--- config.mk ---
export PLATFORM = sky130hd
export DESIGN_NAME = up_counter
export DESIGN_NICKNAME = d
export VERILOG_FILES = /design/src/hw/up_counter_pkg.sv /design/src/hw/up_counter.sv
export VERILOG_INCLUDE_DIRS = /design/src /design/src/hw
export SDC_FILE = /design/constraint.sdc
export NUM_CORES = 1
export LEC_CHECK = 0
export ABC_AREA = 1
export ABC_CLOCK_PERIOD_IN_PS = 1700
export BUFFER_PORTS_ARGS = -buffer_cell sky130_fd_sc_hd__buf_2
export CAP_MARGIN = 20
export CORE_ASPECT_RATIO = 0.9
export CORE_MARGIN = 4
export CORE_UTILIZATION = 42
export CTS_BUF_LIST = sky130_fd_sc_hd__clkbuf_4 sky130_fd_sc_hd__clkbuf_8
export DETAILED_ROUTE_END_ITERATION = 10
export MAX_ROUTING_LAYER = met4
export PLACE_DENSITY = 0.9
export SETUP_SLACK_MARGIN = 0.3
export SKIP_CTS_REPAIR_TIMING = 1
export SYNTH_ARGS = -nofsm -noshare
export SYNTH_HDL_FRONTEND = slang
export SYNTH_SLANG_ARGS = --single-unit
--- constraint.sdc ---
create_clock -name clk -period 1.7 [get_ports clk]
set_input_delay 0.085 -clock clk [delete_from_list [all_inputs] [get_ports clk]]
set_output_delay 0.085 -clock clk [all_outputs]
set_load 0.005 [all_outputs]
--- src/hw/up_counter_consts.svh ---
// Offsets, field positions, reset values and widths for the preset up counter
`ifndef UP_COUNTER_CONSTS_SVH
`define UP_COUNTER_CONSTS_SVH

// ----------------------------------------------------------------------------
// Counter geometry
// ----------------------------------------------------------------------------
`define COUNT_W 4
`define COUNT_ZERO 4'h0
`define COUNT_ONE 4'h1
`define COUNT_FULL 4'hf

// ----------------------------------------------------------------------------
// APB register map (byte addresses)
// ----------------------------------------------------------------------------
`define APB_ADDR_W 12
`define OFF_STATUS 12'h000
`define OFF_SW_LOAD 12'h004

// Status register field positions
`define ST_COUNT_LSB 0
`define ST_TC_BIT 4
`define ST_CE_BIT 5
`define ST_LOAD_BIT 6

// Reset values
`define RST_PRDATA 32'h0000_0000
`define RST_SW_VALUE 4'h0

`endif

--- src/hw/up_counter_pkg.sv ---
// Types shared by the preset up counter
`default_nettype none

package up_counter_pkg;
`include "up_counter_consts.svh"

    // Next-edge action of the counter
    typedef enum logic [1:0] {
        MODE_HOLD,
        MODE_COUNT,
        MODE_LOAD,
        MODE_SW_LOAD
    } mode_t;

    // Whole registered state of the counter block
    typedef struct packed {
        logic [`COUNT_W-1:0] count;
        logic [`COUNT_W-1:0] sw_value;
        logic sw_load;
        logic pready;
        logic pslverr;
        logic [31:0] prdata;
    } state_t;

    // Control inputs that travel together from the driving logic
    typedef struct packed {
        logic parallel_load_n;
        logic count_enable_par;
        logic count_enable_carry;
        logic [`COUNT_W-1:0] preset;
    } ctrl_t;

endpackage

`default_nettype wire

--- src/hw/up_counter.sv ---
// Four-bit presettable synchronous binary up counter with APB status access
//
// Contract
// RULE1 - Outputs change together only on the rising clock edge, except clear.
// RULE2 - Enabled and not loading, each edge advances to the next binary value.
// RULE3 - Load low copies the preset inputs on the next edge, enables ignored.
// RULE4 - Load high and enable high counts; enable low holds; load low presets.
// RULE5 - Combined enable is parallel enable AND carry enable.
// RULE6 - Terminal count high only with carry enable high and all bits high.
// RULE7 - Active-low clear zeroes the count at once, over every other input.
// RULE8 - Driving logic drops enables or raises load only while clock high.
// RULE9 - Cascade: terminal count feeds next stage enables for synchronous counting.
// RULE10 - From all ones the counter wraps to zero on the next enabled edge.
//
// Our own choices: the APB interface to the registers and the register offsets.
`timescale 1ns/100ps
`default_nettype none
`include "up_counter_consts.svh"

module up_counter
    import up_counter_pkg::*;
(
    input wire logic clk,
    input wire logic srst,
    input wire logic clear_n,
    input wire ctrl_t ctrl,
    input wire logic psel,
    input wire logic penable,
    input wire logic pwrite,
    input wire logic [`APB_ADDR_W-1:0] paddr,
    input wire logic [31:0] pwdata,
    output logic [31:0] prdata,
    output logic pready,
    output logic pslverr,
    output logic [`COUNT_W-1:0] count,
    output logic terminal_count
);

    // ------------------------------------------------------------------------
    // Helper functions
    // ------------------------------------------------------------------------

    // Next-edge mode; the load pin outranks the software load
    function automatic mode_t mode_of(input logic load_n, input logic ce,
                                      input logic sw_ld);
        mode_t m;
        m = MODE_HOLD;
        if (!load_n) begin
            m = MODE_LOAD;
        end else if (sw_ld) begin
            m = MODE_SW_LOAD;
        end else if (ce) begin
            m = MODE_COUNT;
        end
        return m;
    endfunction

    // Terminal count decode, also used for the status word
    function automatic logic tc_of(input logic carry_en,
                                   input logic [`COUNT_W-1:0] value);
        return carry_en && (value == `COUNT_FULL);
    endfunction

    // ------------------------------------------------------------------------
    // Declarations
    // ------------------------------------------------------------------------
    state_t st;
    state_t next_st;
    logic count_en;
    mode_t mode;
    logic setup_phase;
    logic [31:0] status_word;

    // Combined enable of both count enables
    assign count_en = ctrl.count_enable_par && ctrl.count_enable_carry; // see RULE5

    // Mode decode for the coming edge
    assign mode = mode_of(ctrl.parallel_load_n, count_en, st.sw_load); // see RULE4

    // A transfer is in its first cycle
    assign setup_phase = psel && !penable;

    // Status word assembled from the live counter state
    always_comb begin
        status_word = 32'h0000_0000;
        status_word[`ST_COUNT_LSB +: `COUNT_W] = st.count;
        status_word[`ST_TC_BIT] = tc_of(ctrl.count_enable_carry, st.count);
        status_word[`ST_CE_BIT] = count_en;
        status_word[`ST_LOAD_BIT] = !ctrl.parallel_load_n;
    end

    // ------------------------------------------------------------------------
    // Next state
    // ------------------------------------------------------------------------

    // Counter action, then the APB slave
    always_comb begin
        next_st = st;
        next_st.sw_load = 1'b0;
        case (mode)
            MODE_LOAD: begin
                next_st.count = ctrl.preset; // see RULE3
            end
            MODE_SW_LOAD: begin
                next_st.count = st.sw_value;
            end
            MODE_COUNT: begin
                // Plain binary step; all ones rolls over to zero
                next_st.count = st.count + `COUNT_ONE; // see RULE2, RULE10
            end
            default: begin
                next_st.count = st.count;
            end
        endcase

        // Ready rises in the access cycle and drops after the handshake
        next_st.pready = psel && !st.pready;
        // Answer fields stand for the access cycle only, then fall back to idle
        next_st.pslverr = 1'b0;
        next_st.prdata = `RST_PRDATA;
        if (setup_phase) begin
            if (paddr == `OFF_STATUS) begin
                if (!pwrite) begin
                    next_st.prdata = status_word;
                end
            end else if (paddr == `OFF_SW_LOAD) begin
                if (!pwrite) begin
                    next_st.prdata = {{(32-`COUNT_W){1'b0}}, st.sw_value};
                end
            end else begin
                next_st.pslverr = 1'b1; // Unmapped address
            end
        end

        // Write takes effect on the completing edge only
        if (psel && penable && st.pready && pwrite && !st.pslverr) begin
            if (paddr == `OFF_SW_LOAD) begin
                next_st.sw_value = pwdata[`COUNT_W-1:0];
                next_st.sw_load = 1'b1;
            end
        end
    end

    // ------------------------------------------------------------------------
    // State register
    // ------------------------------------------------------------------------

    // Clear acts without the clock and wins over everything else
    always_ff @(posedge clk or negedge clear_n) begin
        if (!clear_n) begin
            st <= '0; // see RULE7
        end else if (srst) begin
            st <= '0;
        end else begin
            st <= next_st; // see RULE1
        end
    end

    // ------------------------------------------------------------------------
    // Outputs
    // ------------------------------------------------------------------------

    // Bus and count straight from the state register
    assign prdata = st.prdata;
    assign pready = st.pready;
    assign pslverr = st.pslverr;
    assign count = st.count;

    // Carry-out gated by the carry enable so stages chain synchronously
    assign terminal_count = tc_of(ctrl.count_enable_carry, st.count); // see RULE6, RULE9

    // ------------------------------------------------------------------------
    // Checks
    // ------------------------------------------------------------------------

    // Load low always presets on the next edge
    chk_load_copies: assert property ( // see RULE3
        @(posedge clk) disable iff (srst || !clear_n)
        !ctrl.parallel_load_n |=> count == $past(ctrl.preset)
    ) else $error("load did not copy the preset value");

    // Counting steps by exactly one
    chk_count_step: assert property ( // see RULE2
        @(posedge clk) disable iff (srst || !clear_n)
        (ctrl.parallel_load_n && !st.sw_load && ctrl.count_enable_par
            && ctrl.count_enable_carry)
        |=> count == $past(count) + `COUNT_ONE
    ) else $error("enabled count did not advance by one");

    // Enable low with load high holds the value
    chk_hold_value: assert property ( // see RULE4
        @(posedge clk) disable iff (srst || !clear_n)
        (ctrl.parallel_load_n && !st.sw_load && !count_en) |=> $stable(count)
    ) else $error("count moved while disabled");

    // Parallel enable alone never counts
    chk_enable_and: assert property ( // see RULE5
        @(posedge clk) disable iff (srst || !clear_n)
        (ctrl.parallel_load_n && !st.sw_load && ctrl.count_enable_par
            && !ctrl.count_enable_carry)
        |=> count == $past(count)
    ) else $error("count moved with carry enable low");

    // All ones wraps to zero
    chk_wrap_zero: assert property ( // see RULE10
        @(posedge clk) disable iff (srst || !clear_n)
        (count == `COUNT_FULL && ctrl.parallel_load_n && !st.sw_load && count_en)
        |=> count == `COUNT_ZERO
    ) else $error("counter did not wrap to zero");

    // Terminal count implies full count and carry enable
    chk_tc_full: assert property ( // see RULE6
        @(posedge clk) disable iff (srst || !clear_n)
        terminal_count |-> (count == `COUNT_FULL) && ctrl.count_enable_carry
    ) else $error("terminal count without full count");

    // Stepping from fourteen with carry held raises terminal count
    chk_tc_cascade: assert property ( // see RULE9
        @(posedge clk) disable iff (srst || !clear_n)
        (count == 4'he && ctrl.parallel_load_n && !st.sw_load && count_en)
        ##1 ctrl.count_enable_carry |-> terminal_count
    ) else $error("terminal count missing for cascade");

    // Clear holds the count at zero
    chk_clear_zero: assert property ( // see RULE7
        @(posedge clk) disable iff (srst)
        !clear_n |-> count == `COUNT_ZERO
    ) else $error("count not zero under clear");

    // Count only changes for a documented cause
    chk_change_cause: assert property ( // see RULE1
        @(posedge clk) disable iff (!clear_n)
        $changed(count) |-> $past(srst || !ctrl.parallel_load_n || st.sw_load
            || count_en)
    ) else $error("count changed without cause");

    // Bus answers in the first cycle of the access phase
    chk_apb_answer: assert property (
        @(posedge clk) disable iff (srst || !clear_n)
        (psel && !penable) ##1 (psel && penable) |-> pready
    ) else $error("no ready in first access cycle");

    // Ready is a single-cycle answer
    chk_ready_pulse: assert property (
        @(posedge clk) disable iff (srst || !clear_n)
        pready |=> !pready
    ) else $error("ready stood for more than one cycle");

    // Ready only answers an access cycle
    chk_ready_in_access: assert property (
        @(posedge clk) disable iff (srst || !clear_n)
        pready |-> psel && penable
    ) else $error("ready outside an access cycle");

    // Unmapped addresses answer with an error
    chk_unmapped_error: assert property (
        @(posedge clk) disable iff (srst || !clear_n)
        (setup_phase && paddr != `OFF_STATUS && paddr != `OFF_SW_LOAD)
        |=> pready && pslverr
    ) else $error("unmapped address gave no error");

    // Mapped addresses answer without an error
    chk_mapped_ok: assert property (
        @(posedge clk) disable iff (srst || !clear_n)
        (setup_phase && (paddr == `OFF_STATUS || paddr == `OFF_SW_LOAD))
        |=> pready && !pslverr
    ) else $error("mapped address gave an error");

    // Read data and error return to idle outside the answer
    chk_answer_idle: assert property (
        @(posedge clk) disable iff (srst || !clear_n)
        !pready |-> prdata == `RST_PRDATA && !pslverr
    ) else $error("bus answer held outside its cycle");

    // Status read shows the count of the setup cycle
    chk_status_count: assert property (
        @(posedge clk) disable iff (srst || !clear_n)
        (setup_phase && !pwrite && paddr == `OFF_STATUS)
        |=> prdata[`ST_COUNT_LSB +: `COUNT_W] == $past(count)
    ) else $error("status read returned a stale count");

    // Status read shows the terminal count of the setup cycle
    chk_status_tc: assert property ( // see RULE6
        @(posedge clk) disable iff (srst || !clear_n)
        (setup_phase && !pwrite && paddr == `OFF_STATUS)
        |=> prdata[`ST_TC_BIT] == $past(terminal_count)
    ) else $error("status read returned a stale terminal count");

    // Software load reaches the count one edge after the write
    chk_sw_load_apply: assert property (
        @(posedge clk) disable iff (srst || !clear_n)
        (psel && penable && pready && pwrite && !pslverr && paddr == `OFF_SW_LOAD)
        ##1 ctrl.parallel_load_n |=> count == $past(pwdata[`COUNT_W-1:0], 2)
    ) else $error("software load value not applied");

    // Full count with carry enable always shows terminal count
    chk_tc_live: assert property ( // see RULE6
        @(posedge clk) disable iff (srst || !clear_n)
        (ctrl.count_enable_carry && count == `COUNT_FULL) |-> terminal_count
    ) else $error("terminal count missing at full count");

    // Synchronous reset zeroes the count and the bus answer
    chk_srst_zero: assert property (
        @(posedge clk) disable iff (!clear_n)
        srst |=> count == `COUNT_ZERO && !pready
    ) else $error("reset did not clear the counter");

endmodule

`default_nettype wire

[Word level (Yosys, flattened, before mapping)]
Index checks and enable logic that the tools add are counted.
Storage, ports and cells
  flip-flop bits (word level): 43
  output and inout bits: 39
  word-level logic and storage cells: 43
Operators by class
  $add $sub $neg: 1
  eq/ne operators: 5
  mux-type cells: 14
  reduce and logical (&&, ||, !) cells: 17
Operator list (count)
  2-to-1 mux 32 bit: 2
  2-to-1 mux 43 bit: 1
  2-to-1 mux 33 bit: 1
  equality test 12 x 3 -> 1 bit, second input constant: 1
  logical NOT 12 bit: 1
  case mux 4 bit (3 select lines): 1
  2-to-1 mux 5 bit: 2
  logical AND 1 bit: 8
  2-to-1 mux 7 bit: 1
  adder 4 x 1 -> 4 bit, second input constant: 1
  equality test 2 bit, second input constant: 2
  equality test 4 bit, second input constant: 1
  logical NOT 1 bit: 4
  2-to-1 mux 2 bit: 2
  2-to-1 mux 4 bit: 1
  nonzero test 2 bit: 2
  nonzero test 4 bit: 1
  2-to-1 mux 1 bit: 3
  equality test 2 x 1 -> 1 bit, second input constant: 1
  AND reduction 2 bit: 1

[Depth between registers and ports, before layout]
Gate-level depths: netlist (run 1).
  depth after elaboration: 7
  gate-level depth with buffers: 7
  mapped depth without buffers: 7

[Least setup slack after synthesis (run 1)]
No wires, ideal clock.
  kind: register to register
  start point: register st, in the netlist count[0]
  end point: register st, in the netlist count[2]
  library setup time: 0.116 ns
  arrival time: 1.144 ns
  path slack: 0.439 ns
  cell stages (with the launch flop): 7
  buffers on the path: 0
  period minus slack after synthesis: 1.261 ns
  cell sequence: dfrtp_1 -> ha_1 -> or2_2 -> nand3_1 -> nand3_1 -> nand2_1 -> nand2_1
Between the ends
  word-level cells in the longest chain between the ends: 3
Ends and longest elaborated chain
  start, declared: RTL line up_counter.sv:67  | state_t st;
  start signal, assigned: RTL line up_counter.sv:155  | st <= next_st;
  adder 4 x 1 -> 4 bit (no line)
  case mux 4 bit (3 select lines): RTL line up_counter.sv:100  | case (mode)
  2-to-1 mux 43 bit: RTL line up_counter.sv:152  | end else if (srst) begin
Every way passes these cells.
A chain may end at the register's enable or synchronous reset.

[Final worst setup path (run 1)]
  start point: register st, in the netlist count[0]
  end point: output terminal_count
Between the ends
  word-level cells in the longest chain between the ends: 2
Ends and longest elaborated chain
  equality test 4 bit (no line)
  logical AND 1 bit: RTL line up_counter.sv:61  | return carry_en && (value == `COUNT_FULL);
  end, declared: RTL line up_counter.sv:36  | output logic terminal_count
Every way passes these cells.

==> results of run 1 <==
## power by group
part	switching, mW	internal, mW	leakage (nW)	total [mW]
Combinational	0.0764	0.0535	0.620	0.130
Sequential	0.0126	0.437	0.245	0.450
Clock	0.124	0.131	0.0210	0.255
Total	0.213	0.621	0.885	0.834
## stage by stage
step | cell area [sq um] | setup slack [ns] | total power [mW] | instances
floorplan | 1396 | 0.4393 | 0.5675 | 206
global placement | 1381 | 0.3752 | 0.5781 | 251
detailed placement | 1381 | 0.3662 | 0.5805 | 251
CTS | 1418 | 0.3191 | 0.8333 | 255
global route | 1448 | 0.3012 | 0.8857 | 258
finish | 1448 | 0.3703 | 0.8344 | 258
## cell usage after synthesis, drive strengths merged
cell type / instances / area [sq um]
nand4: 6 / 37.54
inv: 19 / 71.31
buf: 37 / 275.3
dfrtp: 18 / 450.4
nand3: 18 / 100.1
ha: 1 / 12.51
nor2: 21 / 96.34
nor3: 3 / 31.28
or2: 1 / 6.260
nand2: 54 / 205.2
and3: 1 / 6.260
conb: 1 / 3.750
o21ai: 2 / 10.00
## cells by family (layout without fill, tap and decap cells)
family,Yosys count,in the layout,synth area share
AND/OR/NAND/NOR,104,104,0.3697
buffers and inverters,56,68,0.2653
flip-flops,18,18,0.3448
AO/OA/AOI/OAI,2,2,0.007655
adder cells (fa/ha/maj),1,1,0.009577
other,1,25,0.002871
## final cells by class
| type | instances | area [sq um] | area share |
|---|---|---|---|
| well taps | 40 | 50.05 | 0.03457 |
| clock buffers | 4 | 36.28 | 0.02506 |
| inverters | 19 | 71.32 | 0.04927 |
| multi-input cells | 132 | 599.3 | 0.4140 |
| flip-flops and latches | 18 | 452.9 | 0.3129 |
| repair buffers | 45 | 237.7 | 0.1642 |
## path summary, 6_finish.rpt
check | start | endpoint | slack [ns]
worst max-delay path | count[0] | terminal_count | 0.37
worst min-delay path | ctrl[6] | prdata[6] | 0.01
worst max register to register | count[0] | count[2] | 0.38
worst min register to register | pready | pready | 0.44
max in group asynchronous | clear_n | count[1] | 1.17
min in group asynchronous | clear_n | count[3] | 0.23
## flip-flops by register name, summed over array words and instances (netlist names)
register,cells
pslverr,1
prdata,7
st,5
count,4
pready,1
## critical path, stage by stage (launching register included)
cell and delay [ns]:
dfrtp_2 0.45, ha_1 0.23, nand4_1 0.11, inv_1 0.04, buf_2 0.12
## per-layer routing
metal / track usage / up-vias
met5: - / -
met1: 0.1526 / 474
met2: 0.2062 / 37
met4: 0.04058 / 0
li1: - / 578
met3: 0.05000 / 4
==> qor.txt, run 1 <==
worst hold path type: in -> reg
final core utilization: 0.5061
Top Ports: 96
Die Area: 4068 sq um
CTS root buf: clkbuf_4
Vias: 1093
maximum vdd drop: 0.2802 mV
Unique masters post-synth: 22
synthesized area per cell: 7.177 sq um
Die X-Extent: 66.79 um
sequential share of the synthesized area: 0.3448
Layout Nets: 277
Detailed Place HPWL: 2133 um
Die H: 60.91 um
YS warnings: 0
TritonRoute pass-1 iters: 4
post-DR wirelength/cell: 9.709 um
Hold Vio Cnt, Final: 0
IO buf count: 42
cell row count: 18
first-pass GRT wire length: 3857 um
RSZ-0062 raised after global routing: false
GRT Resource Usage Total: 0.1299
Initial Util: 0.4567
Yosys reg bits: 18
Routed met1 length: 1002 um
vias in the first global route: 941
max_cap viols: 0
Gate Count Post-Synth: 182
commonest non-fill, non-tap cell in the layout: nand2_1
Antenna diodes: 0
met3 WL: 209 um
RD Place Congestion: 0.9177
area of the mapped netlist: 1306 sq um
CP required: 1.62 ns
minimum clock period: 1.330 ns
largest net degree at the start of global routing: 19
Pwr per Cell Area: 576.4 nW/um^2
status: finished clean
CTS tree: yes
drt drc: 0
initial antenna violation count: 0
CP Max Fanout: 5
final count of pins violating max slew: 0
critical path type: reg -> out
commonest non-fill, non-tap cells in the layout: nand2_1, buf_2, conb_1
Setup TNS Final: 0 ns
Critical Path End Type: output port
Final Routed Wirelength: 2505 um
R2R cell count: 6
layout cells sized above 1: 0.2706
DR vias/cell: 4.236
Layout area overhead: 10.82%
CTS Buffer Depth: 2
Max Clock Skew: 0.009309 ns
Core ar.: 2860 sq um
Fill cells: 286
top routing layer used: met4
ANT nets after route: 0
CTS clk-pin slew, worst paths: 0.10 ns
TritonCTS Buffers: 3
P_leak: 0.8853 nW
H-tree Lvls: 1
remaining global-route overflow: 0
Hold Path Depth: 2
Fmax achieved: 752.1 MHz
crit path launch type: flip-flop
crit share post-route: 0.7822
CTS sink count: 18
Detailed Route Iter0 Violations: 39
DR WL met2: 1268 um
clk_lat worst skew: 0.29 ns
final setup vio count: 0
hold slack: 0.01480 ns
Crit path arrival time: 1.24 ns
Note: power is estimated with default switching activity, not from simulation.
==> run 2: changes to the inputs <==
--- a/config.mk
+++ b/config.mk
@@ -7,16 +7,16 @@
 export NUM_CORES = 1
 export LEC_CHECK = 0
 export ABC_AREA = 1
-export ABC_CLOCK_PERIOD_IN_PS = 1700
+export ABC_CLOCK_PERIOD_IN_PS = 1100
 export BUFFER_PORTS_ARGS = -buffer_cell sky130_fd_sc_hd__buf_2
 export CAP_MARGIN = 20
 export CORE_ASPECT_RATIO = 0.9
 export CORE_MARGIN = 4
-export CORE_UTILIZATION = 42
+export CORE_UTILIZATION = 38
 export CTS_BUF_LIST = sky130_fd_sc_hd__clkbuf_4 sky130_fd_sc_hd__clkbuf_8
 export DETAILED_ROUTE_END_ITERATION = 10
 export MAX_ROUTING_LAYER = met4
-export PLACE_DENSITY = 0.9
+export PLACE_DENSITY = 0.86
 export SETUP_SLACK_MARGIN = 0.3
 export SKIP_CTS_REPAIR_TIMING = 1
 export SYNTH_ARGS = -nofsm -noshare
==> constraint.sdc (replaced) <==
create_clock -name clk -period 1.1 [get_ports clk]
set_input_delay 0.055 -clock clk [delete_from_list [all_inputs] [get_ports clk]]
set_output_delay 0.055 -clock clk [all_outputs]
set_load 0.005 [all_outputs]
==> run 2 against run 1 <==
The flow now finishes with violations (setup timing). Non-clock buffer count rose by 13. Via count rose by 9.4%. Clock-buffer cell count fell by 1. Final cell count rose by 5.4%.
==> qor.txt, run 2 (synthesized netlist as in run 1, its figures left out) <==
CP required: 1.04 ns
ANT nets after route: 0
Detailed Route Iter0 Violations: 62
GRT Resource Usage Total: 0.1283
R2R cell count: 8
RSZ-0062 raised after global routing: true
status: finished with violations
post-DR wirelength/cell: 11.29 um
placed cell count: 260
failing checks: setup timing
CTS sink count: 18
remaining global-route overflow: 0
CTS root buf: clkbuf_8
largest net degree at the start of global routing: 19
Antenna diodes: 0
Die Area: 4441 sq um
Detailed Place HPWL: 2272 um
worst hold path type: in -> reg
Critical Path End Type: output port
cell row count: 19
IO buf count: 42
Initial Util: 0.4101
Final WS setup: -0.1665 ns
P_leak: 0.9775 nW
max_cap viols: 0
Layout area overhead: 33.52%
maximum vdd drop: 0.3799 mV
DR vias/cell: 4.397
critical path type: reg -> out
Hold Vio Cnt, Final: 0
Fmax achieved: 789.6 MHz
layout cells sized above 1: 0.4304
CP Max Fanout: 2
RD Place Congestion: 0.9030
Core ar.: 3186 sq um
Setup TNS Final: -0.2852 ns
minimum clock period: 1.266 ns
Hold Path Depth: 2
clk_lat worst skew: 0.25 ns
CTS clk-pin slew, worst paths: 0.06 ns
Final Routed Wirelength: 3070 um
crit path launch type: flip-flop
initial antenna violation count: 0
drt drc: 0
Layout Nets: 290
vias in the first global route: 1088
commonest non-fill, non-tap cells in the layout: nand2_1, buf_2, conb_1
first-pass GRT wire length: 4533 um
final setup vio count: 3
H-tree Lvls: 1
TritonRoute pass-1 iters: 4
Die H: 63.62 um
Top Ports: 96
max FFs per register: 7
Max Clock Skew: 0.005145 ns
crit share post-route: 1.151
Pwr per Cell Area: 827.8 nW/um^2
Crit path arrival time: 1.21 ns
Post-Layout Cell Count: 272
Vias: 1196
TritonCTS Buffers: 3
commonest non-fill, non-tap cell in the layout: nand2_1
Die X-Extent: 69.80 um
final count of pins violating max slew: 0
CTS tree: yes
CTS Buffer Depth: 2
[run 2: changes by cell type in the layout (fill, tap and decap cells not counted), sizes merged]
| cell | previous run | this run |
|---|---|---|
| dlygate4sd3 | 2 | 1 |
| buf | 43 | 57 |
| clkbuf | 4 | 3 |
[run 2: cell type report]
type,count,area (sq um)
well taps,42,52.55
repair buffers,58,411.6
inverters,19,71.32
multi-input cells,132,714.4
fillers,277,1441
flip-flops and latches,18,452.9
clock buffers,3,41.29
[run 2: worst paths after layout]
kind,startpoint,endpoint,slack [ns]
max,count[0],terminal_count,-0.17
min,ctrl[6],prdata[6],0.03
max reg2reg,count[0],count[2],-0.09
min reg2reg,pready,pready,0.55
max in group asynchronous,clear_n,count[3],0.53
min in group asynchronous,clear_n,count[0],0.26
[run 2: critical path, cell delays in order (launching register included)]
cell     delay (ns)
dfrtp_1        0.39
ha_2           0.21
buf_6          0.12
nand4_1        0.08
inv_1          0.04
buf_2          0.12
[run 2: layer usage]
layer	vias up	routed length, um	track usage
li1	603	-	-
met1	546	1203	0.1431
met2	45	1587	0.2146
met3	2	267	0.05564
met4	0	10	0.02632
met5	-	0	-
[run 2: power breakdown]
group	internal, mW	leakage [nW]	switching (mW)
Sequential	0.677	0.245	0.0135
Clock	0.243	0.0216	0.197
Combinational	0.149	0.711	0.165
[run 2: metrics by stage]
step                        util  power [mW]  cell area (sq um)  setup WS (ns)  hold slack, ns
final                     0.5475       1.444               1744        -0.1665         0.02991
after global routing      0.5475       1.524               1744        -0.2640         0.02849
after CTS                 0.4694       1.355               1495        -0.1580         -0.2630
after detailed placement  0.4564      0.9191               1454       -0.01642        0.004453
after global placement    0.4564      0.9155               1454      -0.001724       -0.004012
after floorplan                -      0.8810               1414       -0.04452         -0.2406
==> run 3: changes to the inputs <==
--- a/config.mk
+++ b/config.mk
@@ -8,7 +8,7 @@
 export LEC_CHECK = 0
 export ABC_AREA = 1
 export ABC_CLOCK_PERIOD_IN_PS = 1100
-export BUFFER_PORTS_ARGS = -buffer_cell sky130_fd_sc_hd__buf_2
+export BUFFER_PORTS_ARGS = -buffer_cell sky130_fd_sc_hd__buf_4
 export CAP_MARGIN = 20
 export CORE_ASPECT_RATIO = 0.9
 export CORE_MARGIN = 4
==> run 3 against run 2 <==
The run still ends with setup timing left. Setup slack better by 0.0082 ns. Critical path depth unchanged. Via count up 4.1%. Sequential share of layout area is 2.5 points lower. Flip-flop and latch count did not move. Clock power up 23%. Register-to-register slack improved by 0.02 ns. Die area is the same. Cell area grew 10%. Worst hold slack improved by 0.0074 ns. Combinational power increased by 12%.
==> qor.txt, run 3 (synthesized netlist as in run 1, its figures left out) <==
Detailed Place HPWL: 2236 um
hold slack: 0.03735 ns
final setup vio count: 8
clk_lat worst skew: 0.26 ns
CTS root buf: clkbuf_8
Core ar.: 3186 sq um
TritonRoute pass-1 iters: 4
CTS tree: yes
post-route cell area: 1927 sq um
H-tree Lvls: 1
drt drc: 0
Post-Layout Cell Count: 279
IO buf count: 42
dpl ws: -0.01455 ns
Fill cells: 257
Die Area: 4441 sq um
remaining global-route overflow: 0
Die H: 63.62 um
commonest non-fill, non-tap cells in the layout: nand2_1, buf_4, conb_1
failing checks: setup timing
P_leak: 1.044 nW
TritonCTS Buffers: 3
status: finished with violations
ANT nets after route: 0
Crit path arrival time: 1.20 ns
CTS sink count: 18
initial antenna violation count: 0
Die X-Extent: 69.80 um
commonest non-fill, non-tap cell in the layout: nand2_1
cell row count: 19
Layout area overhead: 47.51%
critical path type: reg -> out
placed cell count: 259
Critical Path End Type: output port
layout cells sized above 1: 0.4557
GRT Resource Usage Total: 0.1250
RD Place Congestion: 0.8866
max FFs per register: 7
Tot Pwr: 1.586 mW
worst hold path type: in -> reg
DR vias/cell: 4.462
Top Ports: 96
final count of pins violating max slew: 0
first-pass GRT wire length: 4333 um
RSZ-0062 raised after global routing: true
CP Max Fanout: 2
max_cap viols: 0
Pwr per Cell Area: 823.1 nW/um^2
largest net degree at the start of global routing: 19
CP required: 1.04 ns
crit share post-route: 1.144
post-DR wirelength/cell: 11.91 um
crit path launch type: flip-flop
minimum clock period: 1.258 ns
Area after DPL: 1551 sq um
Antenna diodes: 0
Detailed Route Iter0 Violations: 51
Layout Nets: 296
maximum vdd drop: 0.4242 mV
Vias: 1245
CTS Buffer Depth: 2
Initial Util: 0.4101
Max Clock Skew: 0.005520 ns
Final Routed Wirelength: 3323 um
Hold Vio Cnt, Final: 0
vias in the first global route: 1032
CTS clk-pin slew, worst paths: 0.07 ns
Fmax achieved: 794.8 MHz
Final WS setup: -0.1582 ns
[run 3: where the power goes]
group	leakage, nW	total [mW]	internal (mW)	switching (mW)
Sequential	0.245	0.691	0.676	0.0154
Clock	0.0288	0.543	0.318	0.225
Combinational	0.771	0.351	0.181	0.171
Total	1.04	1.59	1.17	0.411
[run 3: metal layers]
layer	vias to the layer above	wire length [um]	GRT usage	share of wire
met5	-	0	-	0
met1	568	1333	0.1452	0.40
met2	52	1691	0.2040	0.51
li1	615	-	-	-
met3	10	226	0.03657	0.068
met4	0	72	0.04785	0.022
[run 3: metrics by stage]
step,utilization,TNS [ns]
finish,0.6049,-0.3322
global route,0.6049,-0.8917
CTS,0.5043,-0.2004
detailed placement,0.4870,-0.01455
global placement,0.4870,-0.001380
floorplan,-,-0.04452
[run 3: area by class of cell]
type                    instances  area [sq um]  share of cell area
multi-input cells             132         733.2              0.3805
inverters                      19         73.82             0.03831
repair buffers                 64         559.3              0.2903
well taps                      42         52.55             0.02727
flip-flops and latches         18         452.9              0.2351
clock buffers                   4         55.05             0.02857
[run 3: final timing paths]
kind / startpoint / to / slack, ns / cells after the start
worst min-delay path: ctrl[5] / prdata[5] / 0.04 / 3
min in group asynchronous: clear_n / pready / 0.21 / 2
worst max register to register: count[0] / count[3] / -0.07 / 8
worst min register to register: count[2] / count[2] / 0.55 / 2
max in group asynchronous: clear_n / count[2] / 0.68 / 2
worst max-delay path: count[0] / terminal_count / -0.16 / 5
[run 3: worst max-delay path: stages, from the launching register on]
cell and delay (ns):
dfrtp_1 0.39, ha_2 0.20, buf_6 0.11, nand4_1 0.09, inv_1 0.06, buf_6 0.11
